===== config.mk =====
export PLATFORM = sky130hd
export DESIGN_NAME = scfi_top
export DESIGN_NICKNAME = d
export VERILOG_FILES = /design/src/scfi_pkg.sv /design/src/scfi_sync.sv /design/src/scfi_card_status.sv /design/src/scfi_top.sv
export SDC_FILE = /design/constraint.sdc
export NUM_CORES = 1
export LEC_CHECK = 0
export CAP_MARGIN = 10
export CORE_MARGIN = 5
export CORE_UTILIZATION = 50
export CTS_CLUSTER_SIZE = 25
export DETAILED_ROUTE_END_ITERATION = 8
export DONT_BUFFER_PORTS = 1
export GPL_ROUTABILITY_DRIVEN = 0
export PLACE_DENSITY = 0.71
export SLEW_MARGIN = 0
export SYNTH_ARGS = -nofsm -noshare
export SYNTH_HDL_FRONTEND = slang
export SYNTH_HIERARCHICAL = 1
export SYNTH_SLANG_ARGS = --single-unit

===== constraint.sdc =====
create_clock -name clock_i -period 2.18 [get_ports clock_i]
set_input_delay 0.436 -clock clock_i [delete_from_list [all_inputs] [get_ports clock_i]]
set_output_delay 0.436 -clock clock_i [all_outputs]
set_load 0.01 [all_outputs]

===== src/scfi_pkg.sv =====
// Shared constants and types of the smartcard fault interrupt logic.
package scfi_pkg;

  // ----------------------------------------------------------------------
  // Register offsets
  // ----------------------------------------------------------------------
  localparam int NUM_IF = 4;
  localparam logic [7:0] REG_UC_STATUS = 8'h00;
  localparam logic [7:0] REG_UC_SYNC = 8'h09;
  localparam logic [7:0] REG_SAM1_STATUS = 8'h10;
  localparam logic [7:0] REG_SAM2_STATUS = 8'h20;
  localparam logic [7:0] REG_SAM3_STATUS = 8'h30;
  localparam logic [7:0] REG_INT_STATUS = 8'h41;
  localparam logic [7:0] REG_RESET = 8'h00;
  localparam logic [7:0] RD_UNMAPPED = 8'h00;

  // ----------------------------------------------------------------------
  // Field positions
  // ----------------------------------------------------------------------
  localparam int ST_VCC_FAIL = 0;
  localparam int ST_PRESENCE = 2;
  localparam int ST_OVERCURRENT = 4;
  localparam int ST_MUTE = 5;
  localparam int ST_EARLY = 6;
  localparam int ST_SUP_LIVE = 1;
  localparam int ST_OTP_LIVE = 2;
  localparam int IS_GPIO = 0;
  localparam int IS_SYNC = 1;
  localparam int IS_SUP = 2;
  localparam int IS_OTP = 3;
  localparam int IS_SAM3 = 4;
  localparam int IS_SAM2 = 5;
  localparam int IS_SAM1 = 6;
  localparam int IS_UC = 7;
  localparam int SYNC_RST_BIT = 3;

  // ----------------------------------------------------------------------
  // Reset values and serial counts
  // ----------------------------------------------------------------------
  localparam logic POR_PENDING_RST = 1'h1;
  localparam logic CARD_RST_RST = 1'h0;
  localparam logic [3:0] I2C_BITS = 4'h8;
  localparam logic [3:0] I2C_LAST_TX = 4'h7;
  localparam logic [6:0] I2C_ADDR_DEF = 7'h2A;

  typedef enum logic [2:0] {
    I2C_IDLE = 3'b000,
    I2C_ADDR = 3'b001,
    I2C_ACK = 3'b010,
    I2C_RX = 3'b011,
    I2C_TX = 3'b100,
    I2C_MACK = 3'b101
  } scfi_i2c_state_e;

endpackage


===== src/scfi_sync.sv =====
// Three-stage input synchroniser with agreement filter.
`timescale 1ns/1ps
module scfi_sync #(
  parameter int W = 1
) (
  input wire logic clock_i,
  input wire logic reset_n_i,
  input wire logic [W-1:0] async_i,
  output logic [W-1:0] sync_o
);

  logic [W-1:0] s1_q;
  logic [W-1:0] s2_q;
  logic [W-1:0] s3_q;

  if (W < 1) begin : g_chk
    $error("Synchroniser width must be at least one.");
  end

  // A bit changes only once the second and third stages agree.
  always_ff @(posedge clock_i) begin
    if (!reset_n_i) begin
      s1_q <= '0;
      s2_q <= '0;
      s3_q <= '0;
      sync_o <= '0;
    end else begin
      s1_q <= async_i;
      s2_q <= s1_q;
      s3_q <= s2_q;
      sync_o <= (s2_q & s3_q) | (sync_o & (s2_q | s3_q));
    end
  end

endmodule


===== src/scfi_card_status.sv =====
// Latched fault bits of one card interface status register.
`timescale 1ns/1ps
module scfi_card_status #(
  parameter bit HAS_PRESENCE = 1'h0
) (
  input wire logic clock_i,
  input wire logic reset_n_i,
  input wire logic vcc_fail_i,
  input wire logic overcurrent_i,
  input wire logic early_i,
  input wire logic mute_i,
  input wire logic async_i,
  input wire logic presence_chg_i,
  input wire logic rd_clr_i,
  input wire logic [7:0] clr_mask_i,
  output logic [7:0] latched_o,
  output logic event_o
);

  logic oc_prev_q;
  logic [7:0] set_m;
  logic [7:0] lat_q;

  always_comb begin
    set_m = 8'h00;
    set_m[scfi_pkg::ST_VCC_FAIL] = vcc_fail_i;
    set_m[scfi_pkg::ST_OVERCURRENT] = overcurrent_i & ~oc_prev_q;
    set_m[scfi_pkg::ST_EARLY] = early_i & async_i;
    set_m[scfi_pkg::ST_MUTE] = mute_i & async_i;
    set_m[scfi_pkg::ST_PRESENCE] = presence_chg_i & HAS_PRESENCE;
  end

  always_ff @(posedge clock_i) begin
    if (!reset_n_i) begin
      oc_prev_q <= 1'h0;
    end else begin
      oc_prev_q <= overcurrent_i;
    end
  end

  // Only a read of this register clears; a new event wins over the clear.
  always_ff @(posedge clock_i) begin
    if (!reset_n_i) begin
      lat_q <= scfi_pkg::REG_RESET;
    end else if (rd_clr_i) begin
      lat_q <= (lat_q & ~clr_mask_i) | set_m;
    end else begin
      lat_q <= lat_q | set_m;
    end
  end

  assign latched_o = lat_q;
  assign event_o = |set_m;

endmodule


===== src/scfi_top.sv =====
// Event collection, interrupt line, card reset pins and I2C registers.
`timescale 1ns/1ps
module scfi_top #(
  parameter logic [6:0] I2C_ADDR = scfi_pkg::I2C_ADDR_DEF
) (
  input wire logic clock_i,
  input wire logic reset_n_i,
  input wire logic scl_i,
  input wire logic sda_i,
  output logic sda_o,
  output logic sda_oe_o,
  output logic int_n_o,
  output logic int_n_oe_o,
  input wire logic [3:0] vcc_oc_i,
  input wire logic vdd_low_i,
  input wire logic otp_i,
  input wire logic card_present_i,
  input wire logic [3:0] vcc_fail_i,
  input wire logic [3:0] atr_early_i,
  input wire logic [3:0] atr_mute_i,
  input wire logic [3:0] card_async_i,
  input wire logic uc_sync_mode_i,
  input wire logic sync_done_i,
  input wire logic gpio_change_i,
  input wire logic [3:0] seq_rst_i,
  output logic [3:0] card_rst_o,
  output logic [7:0] sync_settings_o
);

  // ----------------------------------------------------------------------
  // Helpers
  // ----------------------------------------------------------------------
  function automatic logic [7:0] iface_off(input int idx);
    case (idx)
      0: iface_off = scfi_pkg::REG_UC_STATUS;
      1: iface_off = scfi_pkg::REG_SAM1_STATUS;
      2: iface_off = scfi_pkg::REG_SAM2_STATUS;
      default: iface_off = scfi_pkg::REG_SAM3_STATUS;
    endcase
  endfunction

  function automatic int iface_irq(input int idx);
    case (idx)
      0: iface_irq = scfi_pkg::IS_UC;
      1: iface_irq = scfi_pkg::IS_SAM1;
      2: iface_irq = scfi_pkg::IS_SAM2;
      default: iface_irq = scfi_pkg::IS_SAM3;
    endcase
  endfunction

  if (I2C_ADDR == 7'h00) begin : g_chk
    $error("I2C address zero is the general call address.");
  end

  // ----------------------------------------------------------------------
  // Input synchronisation
  // ----------------------------------------------------------------------
  logic [8:0] pins_s;
  logic scl_s;
  logic sda_s;
  logic [3:0] oc_s;
  logic low_s;
  logic otp_s;
  logic pres_s;

  scfi_sync #(
    .W(9)
  ) u_sync (
    .clock_i(clock_i),
    .reset_n_i(reset_n_i),
    .async_i({scl_i, sda_i, vcc_oc_i, vdd_low_i, otp_i, card_present_i}),
    .sync_o(pins_s)
  );

  assign scl_s = pins_s[8];
  assign sda_s = pins_s[7];
  assign oc_s = pins_s[6:3];
  assign low_s = pins_s[2];
  assign otp_s = pins_s[1];
  assign pres_s = pins_s[0];

  // ----------------------------------------------------------------------
  // I2C slave
  // ----------------------------------------------------------------------
  scfi_pkg::scfi_i2c_state_e state_q;
  logic scl_prev_q;
  logic sda_prev_q;
  logic [3:0] cnt_q;
  logic [7:0] sh_q;
  logic [7:0] ptr_q;
  logic first_q;
  logic rw_q;
  logic nack_q;
  logic sda_oe_q;
  logic wr_pls_q;
  logic rd_pls_q;
  logic [7:0] acc_addr_q;
  logic [7:0] acc_data_q;
  logic [7:0] rd_val;
  logic i2c_start;
  logic i2c_stop;
  logic scl_rise;
  logic scl_fall;
  logic load_tx;

  assign i2c_start = scl_s & scl_prev_q & sda_prev_q & ~sda_s;
  assign i2c_stop = scl_s & scl_prev_q & ~sda_prev_q & sda_s;
  assign scl_rise = scl_s & ~scl_prev_q;
  assign scl_fall = ~scl_s & scl_prev_q;
  assign load_tx = scl_fall &
    (((state_q == scfi_pkg::I2C_ACK) && rw_q) ||
     ((state_q == scfi_pkg::I2C_MACK) && !nack_q));

  always_ff @(posedge clock_i) begin
    if (!reset_n_i) begin
      scl_prev_q <= 1'h0;
      sda_prev_q <= 1'h0;
    end else begin
      scl_prev_q <= scl_s;
      sda_prev_q <= sda_s;
    end
  end

  always_ff @(posedge clock_i) begin
    if (!reset_n_i) begin
      state_q <= scfi_pkg::I2C_IDLE;
      cnt_q <= 4'h0;
      sh_q <= 8'h00;
      ptr_q <= 8'h00;
      first_q <= 1'h1;
      rw_q <= 1'h0;
      nack_q <= 1'h0;
      sda_oe_q <= 1'h0;
      wr_pls_q <= 1'h0;
      rd_pls_q <= 1'h0;
      acc_addr_q <= 8'h00;
      acc_data_q <= 8'h00;
    end else begin
      wr_pls_q <= 1'h0;
      rd_pls_q <= 1'h0;
      if (i2c_start) begin
        state_q <= scfi_pkg::I2C_ADDR;
        cnt_q <= 4'h0;
        first_q <= 1'h1;
        sda_oe_q <= 1'h0;
      end else if (i2c_stop) begin
        state_q <= scfi_pkg::I2C_IDLE;
        sda_oe_q <= 1'h0;
      end else if (load_tx) begin
        sh_q <= rd_val;
        sda_oe_q <= ~rd_val[7];
        rd_pls_q <= 1'h1;
        acc_addr_q <= ptr_q;
        acc_data_q <= rd_val;
        ptr_q <= ptr_q + 8'h01;
        cnt_q <= 4'h0;
        state_q <= scfi_pkg::I2C_TX;
      end else begin
        unique case (state_q)
          scfi_pkg::I2C_IDLE: begin
            sda_oe_q <= 1'h0;
          end
          scfi_pkg::I2C_ADDR: begin
            if (scl_rise) begin
              sh_q <= {sh_q[6:0], sda_s};
              cnt_q <= cnt_q + 4'h1;
            end else if (scl_fall && cnt_q == scfi_pkg::I2C_BITS) begin
              if (sh_q[7:1] == I2C_ADDR) begin
                sda_oe_q <= 1'h1;
                rw_q <= sh_q[0];
                state_q <= scfi_pkg::I2C_ACK;
              end else begin
                state_q <= scfi_pkg::I2C_IDLE;
              end
            end
          end
          scfi_pkg::I2C_ACK: begin
            if (scl_fall) begin
              sda_oe_q <= 1'h0;
              cnt_q <= 4'h0;
              state_q <= scfi_pkg::I2C_RX;
            end
          end
          scfi_pkg::I2C_RX: begin
            if (scl_rise) begin
              sh_q <= {sh_q[6:0], sda_s};
              cnt_q <= cnt_q + 4'h1;
            end else if (scl_fall && cnt_q == scfi_pkg::I2C_BITS) begin
              sda_oe_q <= 1'h1;
              state_q <= scfi_pkg::I2C_ACK;
              if (first_q) begin
                ptr_q <= sh_q;
                first_q <= 1'h0;
              end else begin
                wr_pls_q <= 1'h1;
                acc_addr_q <= ptr_q;
                acc_data_q <= sh_q;
                ptr_q <= ptr_q + 8'h01;
              end
            end
          end
          scfi_pkg::I2C_TX: begin
            if (scl_fall) begin
              if (cnt_q == scfi_pkg::I2C_LAST_TX) begin
                sda_oe_q <= 1'h0;
                state_q <= scfi_pkg::I2C_MACK;
              end else begin
                sda_oe_q <= ~sh_q[6];
                sh_q <= {sh_q[6:0], 1'h0};
                cnt_q <= cnt_q + 4'h1;
              end
            end
          end
          scfi_pkg::I2C_MACK: begin
            if (scl_rise) begin
              nack_q <= sda_s;
            end else if (scl_fall) begin
              state_q <= scfi_pkg::I2C_IDLE;
            end
          end
          default: begin
            state_q <= scfi_pkg::I2C_IDLE;
            sda_oe_q <= 1'h0;
          end
        endcase
      end
    end
  end

  // ----------------------------------------------------------------------
  // Event sources
  // ----------------------------------------------------------------------
  // Only the VCC comparators feed the overcurrent path; clock and reset
  // pin current limits have no input here and never deactivate a card.
  logic low_prev_q;
  logic otp_prev_q;
  logic pres_prev_q;
  logic low_rise;
  logic otp_rise;
  logic pres_chg;
  logic sync_evt;

  always_ff @(posedge clock_i) begin
    if (!reset_n_i) begin
      low_prev_q <= 1'h0;
      otp_prev_q <= 1'h0;
      pres_prev_q <= 1'h0;
    end else begin
      low_prev_q <= low_s;
      otp_prev_q <= otp_s;
      pres_prev_q <= pres_s;
    end
  end

  assign low_rise = low_s & ~low_prev_q;
  assign otp_rise = otp_s & ~otp_prev_q;
  assign pres_chg = pres_s ^ pres_prev_q;
  assign sync_evt = sync_done_i & uc_sync_mode_i;

  // ----------------------------------------------------------------------
  // Card interface status registers
  // ----------------------------------------------------------------------
  logic [7:0] lat_w [scfi_pkg::NUM_IF];
  logic [scfi_pkg::NUM_IF-1:0] if_evt;

  for (genvar i = 0; i < scfi_pkg::NUM_IF; i++) begin : g_if
    scfi_card_status #(
      .HAS_PRESENCE((i == 0) ? 1'h1 : 1'h0)
    ) u_status (
      .clock_i(clock_i),
      .reset_n_i(reset_n_i),
      .vcc_fail_i(vcc_fail_i[i]),
      .overcurrent_i(oc_s[i]),
      .early_i(atr_early_i[i]),
      .mute_i(atr_mute_i[i]),
      .async_i(card_async_i[i]),
      .presence_chg_i((i == 0) ? pres_chg : 1'h0),
      .rd_clr_i(rd_pls_q && acc_addr_q == iface_off(i)),
      .clr_mask_i(acc_data_q),
      .latched_o(lat_w[i]),
      .event_o(if_evt[i])
    );
  end

  // ----------------------------------------------------------------------
  // Interrupt status and line
  // ----------------------------------------------------------------------
  logic [7:0] irq_q;
  logic [7:0] irq_set;
  logic por_q;
  logic irq_rd;
  logic int_oe_q;
  logic pin_low_q;

  assign irq_rd = rd_pls_q && acc_addr_q == scfi_pkg::REG_INT_STATUS;

  always_comb begin
    irq_set = 8'h00;
    irq_set[scfi_pkg::IS_GPIO] = gpio_change_i;
    irq_set[scfi_pkg::IS_SYNC] = sync_evt;
    irq_set[scfi_pkg::IS_SUP] = low_rise;
    irq_set[scfi_pkg::IS_OTP] = otp_rise;
    for (int i = 0; i < scfi_pkg::NUM_IF; i++) begin
      irq_set[iface_irq(i)] = if_evt[i];
    end
  end

  // A read clears only the bits it returned; a new event wins.
  always_ff @(posedge clock_i) begin
    if (!reset_n_i) begin
      irq_q <= scfi_pkg::REG_RESET;
    end else if (irq_rd) begin
      irq_q <= (irq_q & ~acc_data_q) | irq_set;
    end else begin
      irq_q <= irq_q | irq_set;
    end
  end

  always_ff @(posedge clock_i) begin
    if (!reset_n_i) begin
      por_q <= scfi_pkg::POR_PENDING_RST;
    end else if (irq_rd) begin
      por_q <= 1'h0;
    end
  end

  // The line is only ever pulled low or released.
  always_ff @(posedge clock_i) begin
    if (!reset_n_i) begin
      int_oe_q <= 1'h0;
      pin_low_q <= 1'h0;
    end else begin
      int_oe_q <= (|irq_q) | por_q;
      pin_low_q <= 1'h0;
    end
  end

  // ----------------------------------------------------------------------
  // Sync settings register and card reset pins
  // ----------------------------------------------------------------------
  logic [7:0] sync_q;
  logic host_own_q;
  logic [3:0] rst_q;

  always_ff @(posedge clock_i) begin
    if (!reset_n_i) begin
      sync_q <= scfi_pkg::REG_RESET;
    end else if (wr_pls_q && acc_addr_q == scfi_pkg::REG_UC_SYNC) begin
      sync_q <= acc_data_q;
    end
  end

  always_ff @(posedge clock_i) begin
    if (!reset_n_i) begin
      host_own_q <= 1'h0;
    end else if (!uc_sync_mode_i) begin
      host_own_q <= 1'h0;
    end else if (sync_done_i) begin
      host_own_q <= 1'h1;
    end
  end

  always_ff @(posedge clock_i) begin
    if (!reset_n_i) begin
      rst_q <= {4{scfi_pkg::CARD_RST_RST}};
    end else begin
      rst_q[3:1] <= seq_rst_i[3:1];
      rst_q[0] <= host_own_q ? sync_q[scfi_pkg::SYNC_RST_BIT]
                             : seq_rst_i[0];
    end
  end

  // ----------------------------------------------------------------------
  // Read multiplexer
  // ----------------------------------------------------------------------
  always_comb begin
    case (ptr_q)
      scfi_pkg::REG_UC_STATUS: rd_val = lat_w[0];
      scfi_pkg::REG_UC_SYNC: rd_val = sync_q;
      scfi_pkg::REG_SAM1_STATUS: begin
        rd_val = lat_w[1];
        rd_val[scfi_pkg::ST_SUP_LIVE] = low_s;
        rd_val[scfi_pkg::ST_OTP_LIVE] = otp_s;
      end
      scfi_pkg::REG_SAM2_STATUS: rd_val = lat_w[2];
      scfi_pkg::REG_SAM3_STATUS: rd_val = lat_w[3];
      scfi_pkg::REG_INT_STATUS: rd_val = irq_q;
      default: rd_val = scfi_pkg::RD_UNMAPPED;
    endcase
  end

  // ----------------------------------------------------------------------
  // Outputs
  // ----------------------------------------------------------------------
  assign sda_o = pin_low_q;
  assign sda_oe_o = sda_oe_q;
  assign int_n_o = pin_low_q;
  assign int_n_oe_o = int_oe_q;
  assign card_rst_o = rst_q;
  assign sync_settings_o = sync_q;

endmodule


; Word-level counts from Yosys, hierarchy flattened
; Cells that the tools add are included.
[totals]
reg_bits = 145
output_inout_bits = 16
in_bits = 34
[op_classes]
n_addsub = 2
n_bitwise = 65
reduce_logical = 40
eq_ne = 53
n_mux = 59
[ops]
columns = op, n
row1 = two-way mux 8 bit, 24
row2 = bitwise OR 8 x 7 -> 8 bit, 8
row3 = case mux 8 bit (6 select lines), 1
row4 = "inequality test 5 bit, second input constant", 9
row5 = AND 8 bit, 5
row6 = "inequality test 3 bit, second input constant", 11
row7 = "equality test 8 x 6 -> 1 bit, second input constant", 4
row8 = two-way mux 3 bit, 10
row9 = AND reduction 10 bit, 3
row10 = AND 1 bit, 23
row11 = "inequality test 2 bit, second input constant", 11
row12 = two-way mux 4 bit, 5
row13 = NOT 1 bit, 20
row14 = AND 9 bit, 2
row15 = bitwise OR 9 bit, 2
row16 = case mux 3 bit (6 select lines), 1
row17 = AND reduction 6 bit, 3
row18 = "equality test 8 x 4 -> 1 bit, second input constant", 2
row19 = "equality test 8 x 5 -> 1 bit, second input constant", 2
row20 = "equality test 8 x 7 -> 1 bit, second input constant", 2
row21 = zero test 8 bit, 2
row22 = bitwise OR 8 bit, 2
row23 = case mux 8 bit (2 select lines), 1
row24 = OR reduction 4 bit, 4
row25 = 34 further kinds, 62

; Logic depth before layout (Yosys ltp)
; Gate-level depths: netlist of the first run.
[logic_depth]
depth_word = 9
depth_mapped = 8
ltp_nobuf = 7

; Cells and area by module
; The synthesis of the first run kept the hierarchy.
[modules_own_cells]
columns = mod, cells_per_inst, instances, area_per_inst_um2, seq_area_each_um2
row1 = scfi_top, 444, 1, 3901.2, 1461.4
row2 = scfi_sync, 93, 1, 1071.0, 720.7
row3 = scfi_card_status (g_if[1].u_status ...), 34, 3, 330.3, 180.2
row4 = scfi_card_status (g_if[0].u_status), 35, 1, 337.8, 180.2

; Worst setup path before layout of the first run
; No wires, ideal clock.
[synth_path]
path_type = register to register
from = register ptr_q[5]
to = register sh_q[3]
t_arrival_ns = 1.825
synth_period_minus_slack_ns = 1.942
path_slack_ns = 0.238
stages_incl_launch_ff = 8
path_cell_list = dfxtp_1 clkbuf_1 clkbuf_1 mux2_2 a22oi_1 nor2_1 a211o_1 a32o_2
[synth_via]
elab_chain_len = 3
[synth_lines]
columns = item, line_no
row1 = start: declaration, scfi_top.sv:90  ; logic [7:0] ptr_q;
row2 = start signal: assignment, scfi_top.sv:155  ; ptr_q <= ptr_q + 8'h01;
row3 = start signal: assignment, scfi_top.sv:192  ; ptr_q <= sh_q;
row4 = start signal: assignment, scfi_top.sv:198  ; ptr_q <= ptr_q + 8'h01;
row5 = "equality test 8 x 7 -> 1 bit, or another cell as far along", scfi_top.sv:377  ; case (ptr_q)
row6 = case mux 8 bit (6 select lines) (*), scfi_top.sv:377
row7 = two-way mux 8 bit (*), scfi_top.sv:149  ; end else if (load_tx) begin
row8 = end signal: assignment, scfi_top.sv:150  ; sh_q <= rd_val;
row9 = end signal: assignment, scfi_top.sv:165  ; sh_q <= {sh_q[6:0], sda_s};
row10 = end signal: assignment, scfi_top.sv:186  ; sh_q <= {sh_q[6:0], sda_s};
row11 = end: declaration, scfi_top.sv:89  ; logic [7:0] sh_q;
; Every way passes the cells marked *; elsewhere a longest branch is shown, timed or not.
; A chain may end at the register's enable or synchronous reset.

; Final worst setup path of the first run
[layout_path]
from = register state_q[0]
to = register ptr_q[2]
[layout_via]
elab_chain_len = 6
[layout_lines]
columns = item, line_no
row1 = start: declaration, scfi_top.sv:85  ; scfi_pkg::scfi_i2c_state_e state_q;
row2 = start signal: assignment, scfi_top.sv:126  ; state_q <= scfi_pkg::I2C_IDLE;
row3 = start signal: assignment, scfi_top.sv:142  ; state_q <= scfi_pkg::I2C_ADDR;
row4 = start signal: assignment, scfi_top.sv:147  ; state_q <= scfi_pkg::I2C_IDLE;
row5 = equality test 3 x 2 -> 1 bit / equality test 3 bit (equally long branches), "scfi_top.sv:111, scfi_top.sv:112"
row6 = "logical AND 1 bit, on equally long branches", "scfi_top.sv:111, scfi_top.sv:112"
row7 = logical OR 1 bit, scfi_top.sv:111  ; (((state_q == scfi_pkg::I2C_ACK) && rw_q) ||
row8 = AND 1 bit, scfi_top.sv:110  ; assign load_tx = scl_fall &
row9 = inequality test 2 x 1 -> 1 bit (no line) / nonzero test 2 bit (equally long branches), n/a
row10 = AND reduction 5 bit (no line), n/a
; Parallel ways exist; a longest one is shown, timed or not.

==> results of run 1 <==
[critical path, cell delays in order, from the launching register on]
cell	delay, ps
dfxtp_1	560
and4bb_2	300
o21a_2	300
buf_4	180
nor2_2	110
buf_4	220
nor3_1	60
nor3_1	210
[worst paths after layout]
path                                      start                            end  slack [ps]  cells after the start
setup reg to reg                     state_q[0]                       ptr_q[2]         150                      7
setup / recovery                     state_q[0]                       ptr_q[2]         150                      7
hold / removal                        reset_n_i                 u_sync/s1_q[5]         140                      1
hold reg to reg   g_if[0].u_status/latched_o[7]  g_if[0].u_status/latched_o[7]         430                      2
[through the flow]
step / area [um2] / total power (W) / std cells
after CTS: 7007 / 0.005797 / 849
after floorplan: 6247 / 0.002856 / 669
after detailed placement: 6394 / 0.002855 / 818
final: 7018 / 0.005751 / 849
after global routing: 7018 / 0.005941 / 849
after global placement: 6394 / 0.002852 / 818
[registers in the layout, indices dropped and copies added, names as in the netlist, 3 cells and up]
signal	cells
g_if.u_status/latched_o	30
u_sync/s1_q	9
u_sync/s2_q	9
u_sync/s3_q	9
u_sync/sync_o	9
acc_addr_q	8
acc_data_q	8
irq_q	8
ptr_q	8
sh_q	8
sync_settings_o	8
card_rst_o	4
cnt_q	4
g_if.u_status/oc_prev_q	4
state_q	3
[routing by layer]
metal | vias to the layer above | global-route usage [%]
li1 | 2383 | -
met1 | 2330 | 26.08
met2 | 160 | 31.73
met3 | 30 | 5.153
met4 | 0 | 9.454
met5 | - | 0
[timing repair]
| action | CTS | global route |
|---|---|---|
| buffers inserted | 0 | 0 |
| resized for setup | 1 | 4 |
| endpoints found under the setup margin | 2 | 18 |
[layout make-up]
type,count,area [um2]
clock buffers,19,442.9
clock inverters,12,161.4
fillers,1072,5094
inverters,15,56.30
multi-input cells,466,3089
flip-flops and latches,143,2863
well taps,168,210.2
repair buffers,26,195.2
[power by group]
part	switching [W]	internal [W]	total, W
combinational	0.0000477	0.0000558	0.000104
clock	0.00112	0.00183	0.00295
sequential	0.0000296	0.00267	0.00270
==> results.toml, run 1 <==
[outcome]
status = "finished clean"

[clock_tree]
clk_pin_slew_ps = 60
clk_path_buf_depth = 2
clk_latency_ps = 420
cts.sinks = 143
cts_tree = "done"
cts_root_buf = "clkbuf_16"
htreeDepth = 4
cts_hold_buffers = 0
cts_made_buffers = 17

[yosys]
netlist_instances = 668
synth_area_per_cell_um2 = 9.347
synth_warnings = 6
synthesis.area_mm2 = 0.006243

[route]
routedWlPerCell_um = 17.14
wl_met3_um = 945
drt_iter0_drc = 454
vias = 4903
top_layer = "met4"
wl_met2_um = 6710
drt_pass1_iterations = 5
vias_per_cell = 5.775
wl_met1_um = 6547
antenna_left = 0
wirelength_um = 14550
drc = 0

[global_route]
grt_pass1_vias = 4759
grt_max_degree = 113
grt_pass1_wl_um = 23600
antenna_found_initial = 0
gr-total-overflow = 0
track_usage_pct = 20.20

[min_path]
hp-class = "input pin to register"

[die]
start_util_pct = 51.55
num_rows = 40
core_area_mm2 = 0.01211
die_w_um = 121.7
die_area_mm2 = 0.01482
fp.dieH_um = 121.7
io_pins = 50

[timing]
rsz0062_at_grt = "no"
final-setup-viol-count = 0
timing.fmax_mhz = 491.5
final.setup.tns_ps = 0
period_needed_ps = 2035
maxSlewHeadroom_pct = 61.83
fin_ws_ps = 145.4
post-route-period-util_pct = 93.33
hold_violations = 0
worstMarginPinSlew_ps = 564.4
slew_violations = 0
skew_ps = 5.341
holdWs_ps = 137.2

[layout]
flow.area_growth_from_synthesis_pct = 12.40
layout_common_cells = "dfxtp_1, nand2_1, a21oi_1"
drive_gt1_share_pct = 17.33
layout_commonest_cell = "dfxtp_1"
post-route-util_pct = 57.94
n_antenna_cell = 0
final_net_count = 708

[worst_setup_path]
path_class = "register to register"
cp_data_arrival_time_ps = 2370
worstSetupStartpointType = "register"
required_ps = 2510
crit_fanout = 14
endpoint_kind = "register"

[placed_design]
portBuffers = 0
dpl.hpwl_um = 10150
dp_slack_ps = 7.407

[pwr]
ir_drop_uv = 587.4
power_density_mw_per_mm2 = 819.5
p_leak_nw = 2.666

[job]
timing.max_cap.violations = 0
(Power assumes the default switching activity.)
==> inputs of run 2 (changes only) <==
- SETUP_SLACK_MARGIN: unset -> 0.2
==> run 2 against run 1 <==
  * Utilization grew 0.71 points
  * Non-clock buffer count grew 3
  * Via count up 2.3%
  * Largest power group unchanged
==> results.toml, run 2 (same netlist as run 1, synthesis figures left out) <==
[worst_setup_path]
worstSetupStartpointType = "register"
cp_data_arrival_time_ps = 2220
max_stage_delay_ps = 680
cp_slowest_cell = "or4b_2"
worst_r2r_path_depth = 5
cp_cell_sequence = "or4b_2 > a21oi_1 > o221a_2 > a21boi_0 > o22ai_1"
path_class = "register to register"
crit_fanout = 10
required_ps = 2480
endpoint_kind = "register"
rrSetupSlack_ps = 270
rr_endpoint = "cnt_q[3]"
worstReg2RegStart = "state_q[1]"

[route]
drc = 0
antenna_left = 0
routedWlPerCell_um = 17.35
drt_pass1_iterations = 5
vias_per_cell = 5.885
drt_iter0_drc = 518
wirelength_um = 14780
vias = 5014

[global_route]
track_usage_pct = 20.22
gr-total-overflow = 0
grt_pass1_wl_um = 23630
grt_max_degree = 113
grt_pass1_vias = 4764
antenna_found_initial = 0

[die]
fp.dieH_um = 121.7
io_pins = 50
die_w_um = 121.7
num_rows = 40
core_area_mm2 = 0.01211
start_util_pct = 51.55
die_area_mm2 = 0.01482

[timing]
slew_violations = 0
rsz0062_at_grt = "no"
timing.fmax_mhz = 522.4
skew_ps = 5.739
post-route-period-util_pct = 87.82
period_needed_ps = 1914
final.setup.tns_ps = 0
holdWs_ps = 136.8
final-setup-viol-count = 0
fin_ws_ps = 265.6
hold_violations = 0

[placed_design]
dp_slack_ps = 7.407
dpl.hpwl_um = 10150
portBuffers = 0

[min_path]
hold_path_end = "u_sync/s1_q[5]"
worstHoldStart = "reset_n_i"
hp-class = "input pin to register"
worstHoldPathCells = 1

[clock_tree]
clk_path_buf_depth = 2
clk_pin_slew_ps = 60
cts_made_buffers = 17
cts_hold_buffers = 0
htreeDepth = 4
cts.sinks = 143
clk_latency_ps = 420
cts_root_buf = "clkbuf_16"
cts_tree = "done"

[layout]
layout_commonest_cell = "dfxtp_1"
flow.area_growth_from_synthesis_pct = 13.79
largest_reg_flops = 30
layout_common_cells = "dfxtp_1, nand2_1, a21oi_1"
fill_cells = 1055
final_net_count = 711
n_antenna_cell = 0
drive_gt1_share_pct = 19.30
post-route-util_pct = 58.66

[pwr]
p_clk_share_pct = 51.3
p_total_w = 0.005750
p_switching_w = 0.001195
ir_drop_uv = 586.7
internal-power_w = 0.004555
power_density_mw_per_mm2 = 809.3
power_switching_share_pct = 20.78
p_leak_nw = 2.688
power_frac_comb_pct = 1.8
pwr-share-seq_pct = 46.9

[outcome]
status = "finished clean"

[job]
timing.max_cap.violations = 0
## run 2: critical path, delay by kind of cell (launching register included)
| family | cells | cell delay, ps |
|---|---|---|
| AOI/OAI and AO/OA | 4 | 760 |
| and+or+nand+nor | 1 | 680 |
| DFF | 1 | 370 |
## run 2: area by class of cell
class                   count  area [um2]  area share, %
multi-input cells         466        3138          44.17
inverters                  15       56.30         0.7925
clock buffers              19       442.9          6.235
clock inverters            12       161.4          2.272
flip-flops and latches    143        2874          40.45
repair buffers             29       221.5          3.117
well taps                 168       210.2          2.959
## run 2: stage by stage
step           cell area [um2]  instances
3_5_place_dp              6394        818
2_1_floorplan             6247        669
4_1_cts                   7020        849
3_3_place_gp              6394        818
5_1_grt                   7104        852
6_report                  7104        852
## run 2: power by group through the flow
stage	sequential (W)	combinational (W)	clock [W]
detailed placement	0.00275	0.000102	0
global placement	0.00275	0.0000997	0
floorplan	0.00274	0.000113	0
global route	0.00270	0.000115	0.00313
CTS	0.00270	0.000104	0.00300
finish	0.00270	0.000104	0.00295
## run 2: what timing repair did
item / 4_1_cts / 5_1_grt
setup endpoints to repair: 29 / 25
gates cloned: 0 / 0
pin swaps: 0 / 2
resized for setup: 7 / 18
buffers inserted: 0 / 3
## run 2: worst max-delay path by stage
| stage | startpoint | endpoint | slack, ps |
|---|---|---|---|
| floorplan | ptr_q[5] | sh_q[3] | 240 |
| global placement | ptr_q[0] | sh_q[0] | 90 |
| detailed placement | ptr_q[0] | sh_q[0] | 7 |
| CTS | state_q[2] | sh_q[6] | 210 |
| global route | state_q[1] | cnt_q[3] | 200 |
| finish | state_q[1] | cnt_q[3] | 270 |
## run 2: layer usage
| layer | wire [um] | part of all wire [%] | up-vias | global-route usage [%] |
|---|---|---|---|---|
| met1 | 6393 | 43 | 2393 | 26.38 |
| met5 | 0 | 0 | - | 0 |
| met3 | 1077 | 7.3 | 35 | 4.875 |
| met2 | 6931 | 47 | 194 | 31.73 |
| met4 | 380 | 2.6 | 0 | 9.314 |
| li1 | - | - | 2392 | - |
==> inputs of run 3 (changes only) <==
- PLACE_DENSITY: 0.71 -> unset
- REMOVE_ABC_BUFFERS: unset -> 1
- SYNTH_HIERARCHICAL: 1 -> unset
==> run 3 against run 2 <==
  * Sequential power barely moved
  * Combinational power down 6%
  * Final area rose by 0.70%
  * Count of clock-buffer cells in the layout shrank 2
  * Critical endpoint is now ptr_q[4]
  * First-iteration DRC count fell by 22%
  * Die area hardly changed
  * Largest power group unchanged
  * Worst setup slack gained 6.4 ps
  * Synthesized cell count increased by 3.0%
  * Utilization grew 0.41 points
  * Cell count up 3.3%
  * Critical path depth increased by 1
==> results.toml, run 3 <==
[outcome]
status = "finished clean"

[placed_design]
portBuffers = 0
placed_cell_area_mm2 = 0.006495
dpl.hpwl_um = 10830

[layout]
layout_common_cells = "dfxtp_1, nand2_1, a21oi_1"
largest_reg_flops = 30
n_antenna_cell = 0
flow.area_growth_from_synthesis_pct = 14.57
final_net_count = 738
layout_commonest_cell = "dfxtp_1"
fin_area_mm2 = 0.007154
drive_gt1_share_pct = 15.31

[global_route]
grt_pass1_wl_um = 25720
track_usage_pct = 22.11
grt_pass1_vias = 5040
gr-total-overflow = 0
antenna_found_initial = 0
grt_max_degree = 83

[pwr]
power_switching_share_pct = 22.26
p_clk_share_pct = 50.8
power_density_mw_per_mm2 = 792.9
p_leak_nw = 2.629
p_total_w = 0.005672
ir_drop_uv = 589.5
power_frac_comb_pct = 1.7
p_switching_w = 0.001263
pwr-share-seq_pct = 47.5
internal-power_w = 0.004410

[clock_tree]
cts.sinks = 143
cts_root_buf = "clkbuf_16"
clk_pin_slew_ps = 70
cts_hold_buffers = 0
htreeDepth = 4
clk_path_buf_depth = 2
cts_made_buffers = 17
clk_latency_ps = 430
cts_tree = "done"

[yosys]
netlist_instances = 688
synth_common_cells = "dfxtp_1, nand2_1, a21oi_1"
yosys.area.top_type = "dfxtp_1"
synth_warnings = 0
synthesis.area_mm2 = 0.006245
yosys-top-cells-area = "dfxtp_1, a21oi_1, nand2_1"
yosysMostFrequentCell = "dfxtp_1"
async_flop_share_pct = 0
ys_types = 78
synth_edf_count = 0
seq_area_frac_synth_pct = 45.84
synth_top_area_share_pct = 45.84
synth_area_per_cell_um2 = 9.077
synth-seq-cells = 143
ys.flop_type = "dfxtp_1"

[route]
drc = 0
routedWlPerCell_um = 17.86
wirelength_um = 15720
vias = 5141
vias_per_cell = 5.842
drt_iter0_drc = 404
drt_pass1_iterations = 7
antenna_left = 0

[worst_setup_path]
path_class = "register to register"
required_ps = 2520
cp_slowest_cell = "dfxtp_2"
rrSetupSlack_ps = 270
crit_fanout = 11
cpLargestDelayFamily = "compound AO/OA/AOI/OAI gates"
cp_data_arrival_time_ps = 2250
worstSetupStartpointType = "register"
cp_num_buf_inv = 1
endpoint_kind = "register"
max_stage_delay_ps = 440
setup.worst_path.start = "state_q[0]"
worstReg2RegStart = "state_q[0]"
cp_cell_sequence = "and4bb_4 > o21ai_2 > buf_4 > and2_1 > a21oi_1 > o22ai_2"

[timing]
final.setup.tns_ps = 0
worstMarginPinSlew_ps = 680.7
timing.fmax_mhz = 524.1
final-setup-viol-count = 0
hold_violations = 0
skew_ps = 6.875
period_needed_ps = 1908
slew_violations = 0
rsz0062_at_grt = "no"
maxSlewHeadroom_pct = 54.62
post-route-period-util_pct = 87.52

[die]
die_area_mm2 = 0.01482
fp.dieH_um = 121.8
die_w_um = 121.8
num_rows = 40
core_area_mm2 = 0.01211
start_util_pct = 51.56
io_pins = 50

[min_path]
hp-class = "input pin to register"
worstHoldStart = "vcc_fail_i[1]"

[job]
timing.max_cap.violations = 0
==> run 3: power by group through the flow <==
| stage | logic, W | registers [W] | clock network [W] |
|---|---|---|---|
| floorplan | 0.0000765 | 0.00274 | 0 |
| global placement | 0.0000965 | 0.00275 | 0 |
| detailed placement | 0.0000988 | 0.00275 | 0 |
| CTS | 0.0000999 | 0.00269 | 0.00292 |
| global route | 0.000111 | 0.00270 | 0.00305 |
| finish | 0.0000980 | 0.00269 | 0.00288 |
==> run 3: path summary, 6_finish.rpt <==
kind / endpoint / cells past startpoint
setup / recovery: ptr_q[4] / 6
hold / removal: irq_q[6] / 2
setup reg to reg: ptr_q[4] / 6
hold reg to reg: g_if[3].u_status.latched_o[3] / 2
==> run 3: metrics by stage <==
stage          setup WS [ps]  util [%]  hold slack, ps  instances
5_1_grt                196.5     59.07           112.8        880
4_1_cts                207.5     58.62           98.36        878
3_5_place_dp           57.43     53.63           419.9        844
2_1_floorplan         -333.7         -           408.8        646
6_report               272.0     59.07           125.1        880
3_3_place_gp           184.6     53.63           414.4        844
==> run 3: layout make-up <==
type	count	area [um2]
Clock buffer	17	425.4
Clock inverter	15	161.4
Fill cell	1099	4957
Inverter	15	56.30
Multi-Input combinational cell	488	3178
Sequential cell	143	2868
Tap cell	168	210.2
Timing Repair Buffer	34	255.2
==> run 3: timing repair <==
item                       4_1_cts  5_1_grt
setup buffers                    2        2
pin swaps                        1        0
setup endpoints to repair        9       24
resized for setup                2       10
gates cloned                     0        0
==> run 3: logic make-up after synthesis <==
logic type	after synthesis	synth area share [%]
AOI/OAI and AO/OA	188	19.44
other	1	0.06005
adders and majority gates	5	1.002
xor gates and xnor gates	3	0.4208
muxes	23	5.329
and+or+nand+nor	267	23.98
DFF	143	45.84
buffers and inverters	58	3.927
==> run 3: metal layers <==
layer	GRT usage (%)	wire (um)	part of all wire [%]
met1	27.52	6988	44
met5	0	0	0
met3	6.267	914	5.8
met2	35.91	7400	47
met4	9.454	412	2.6
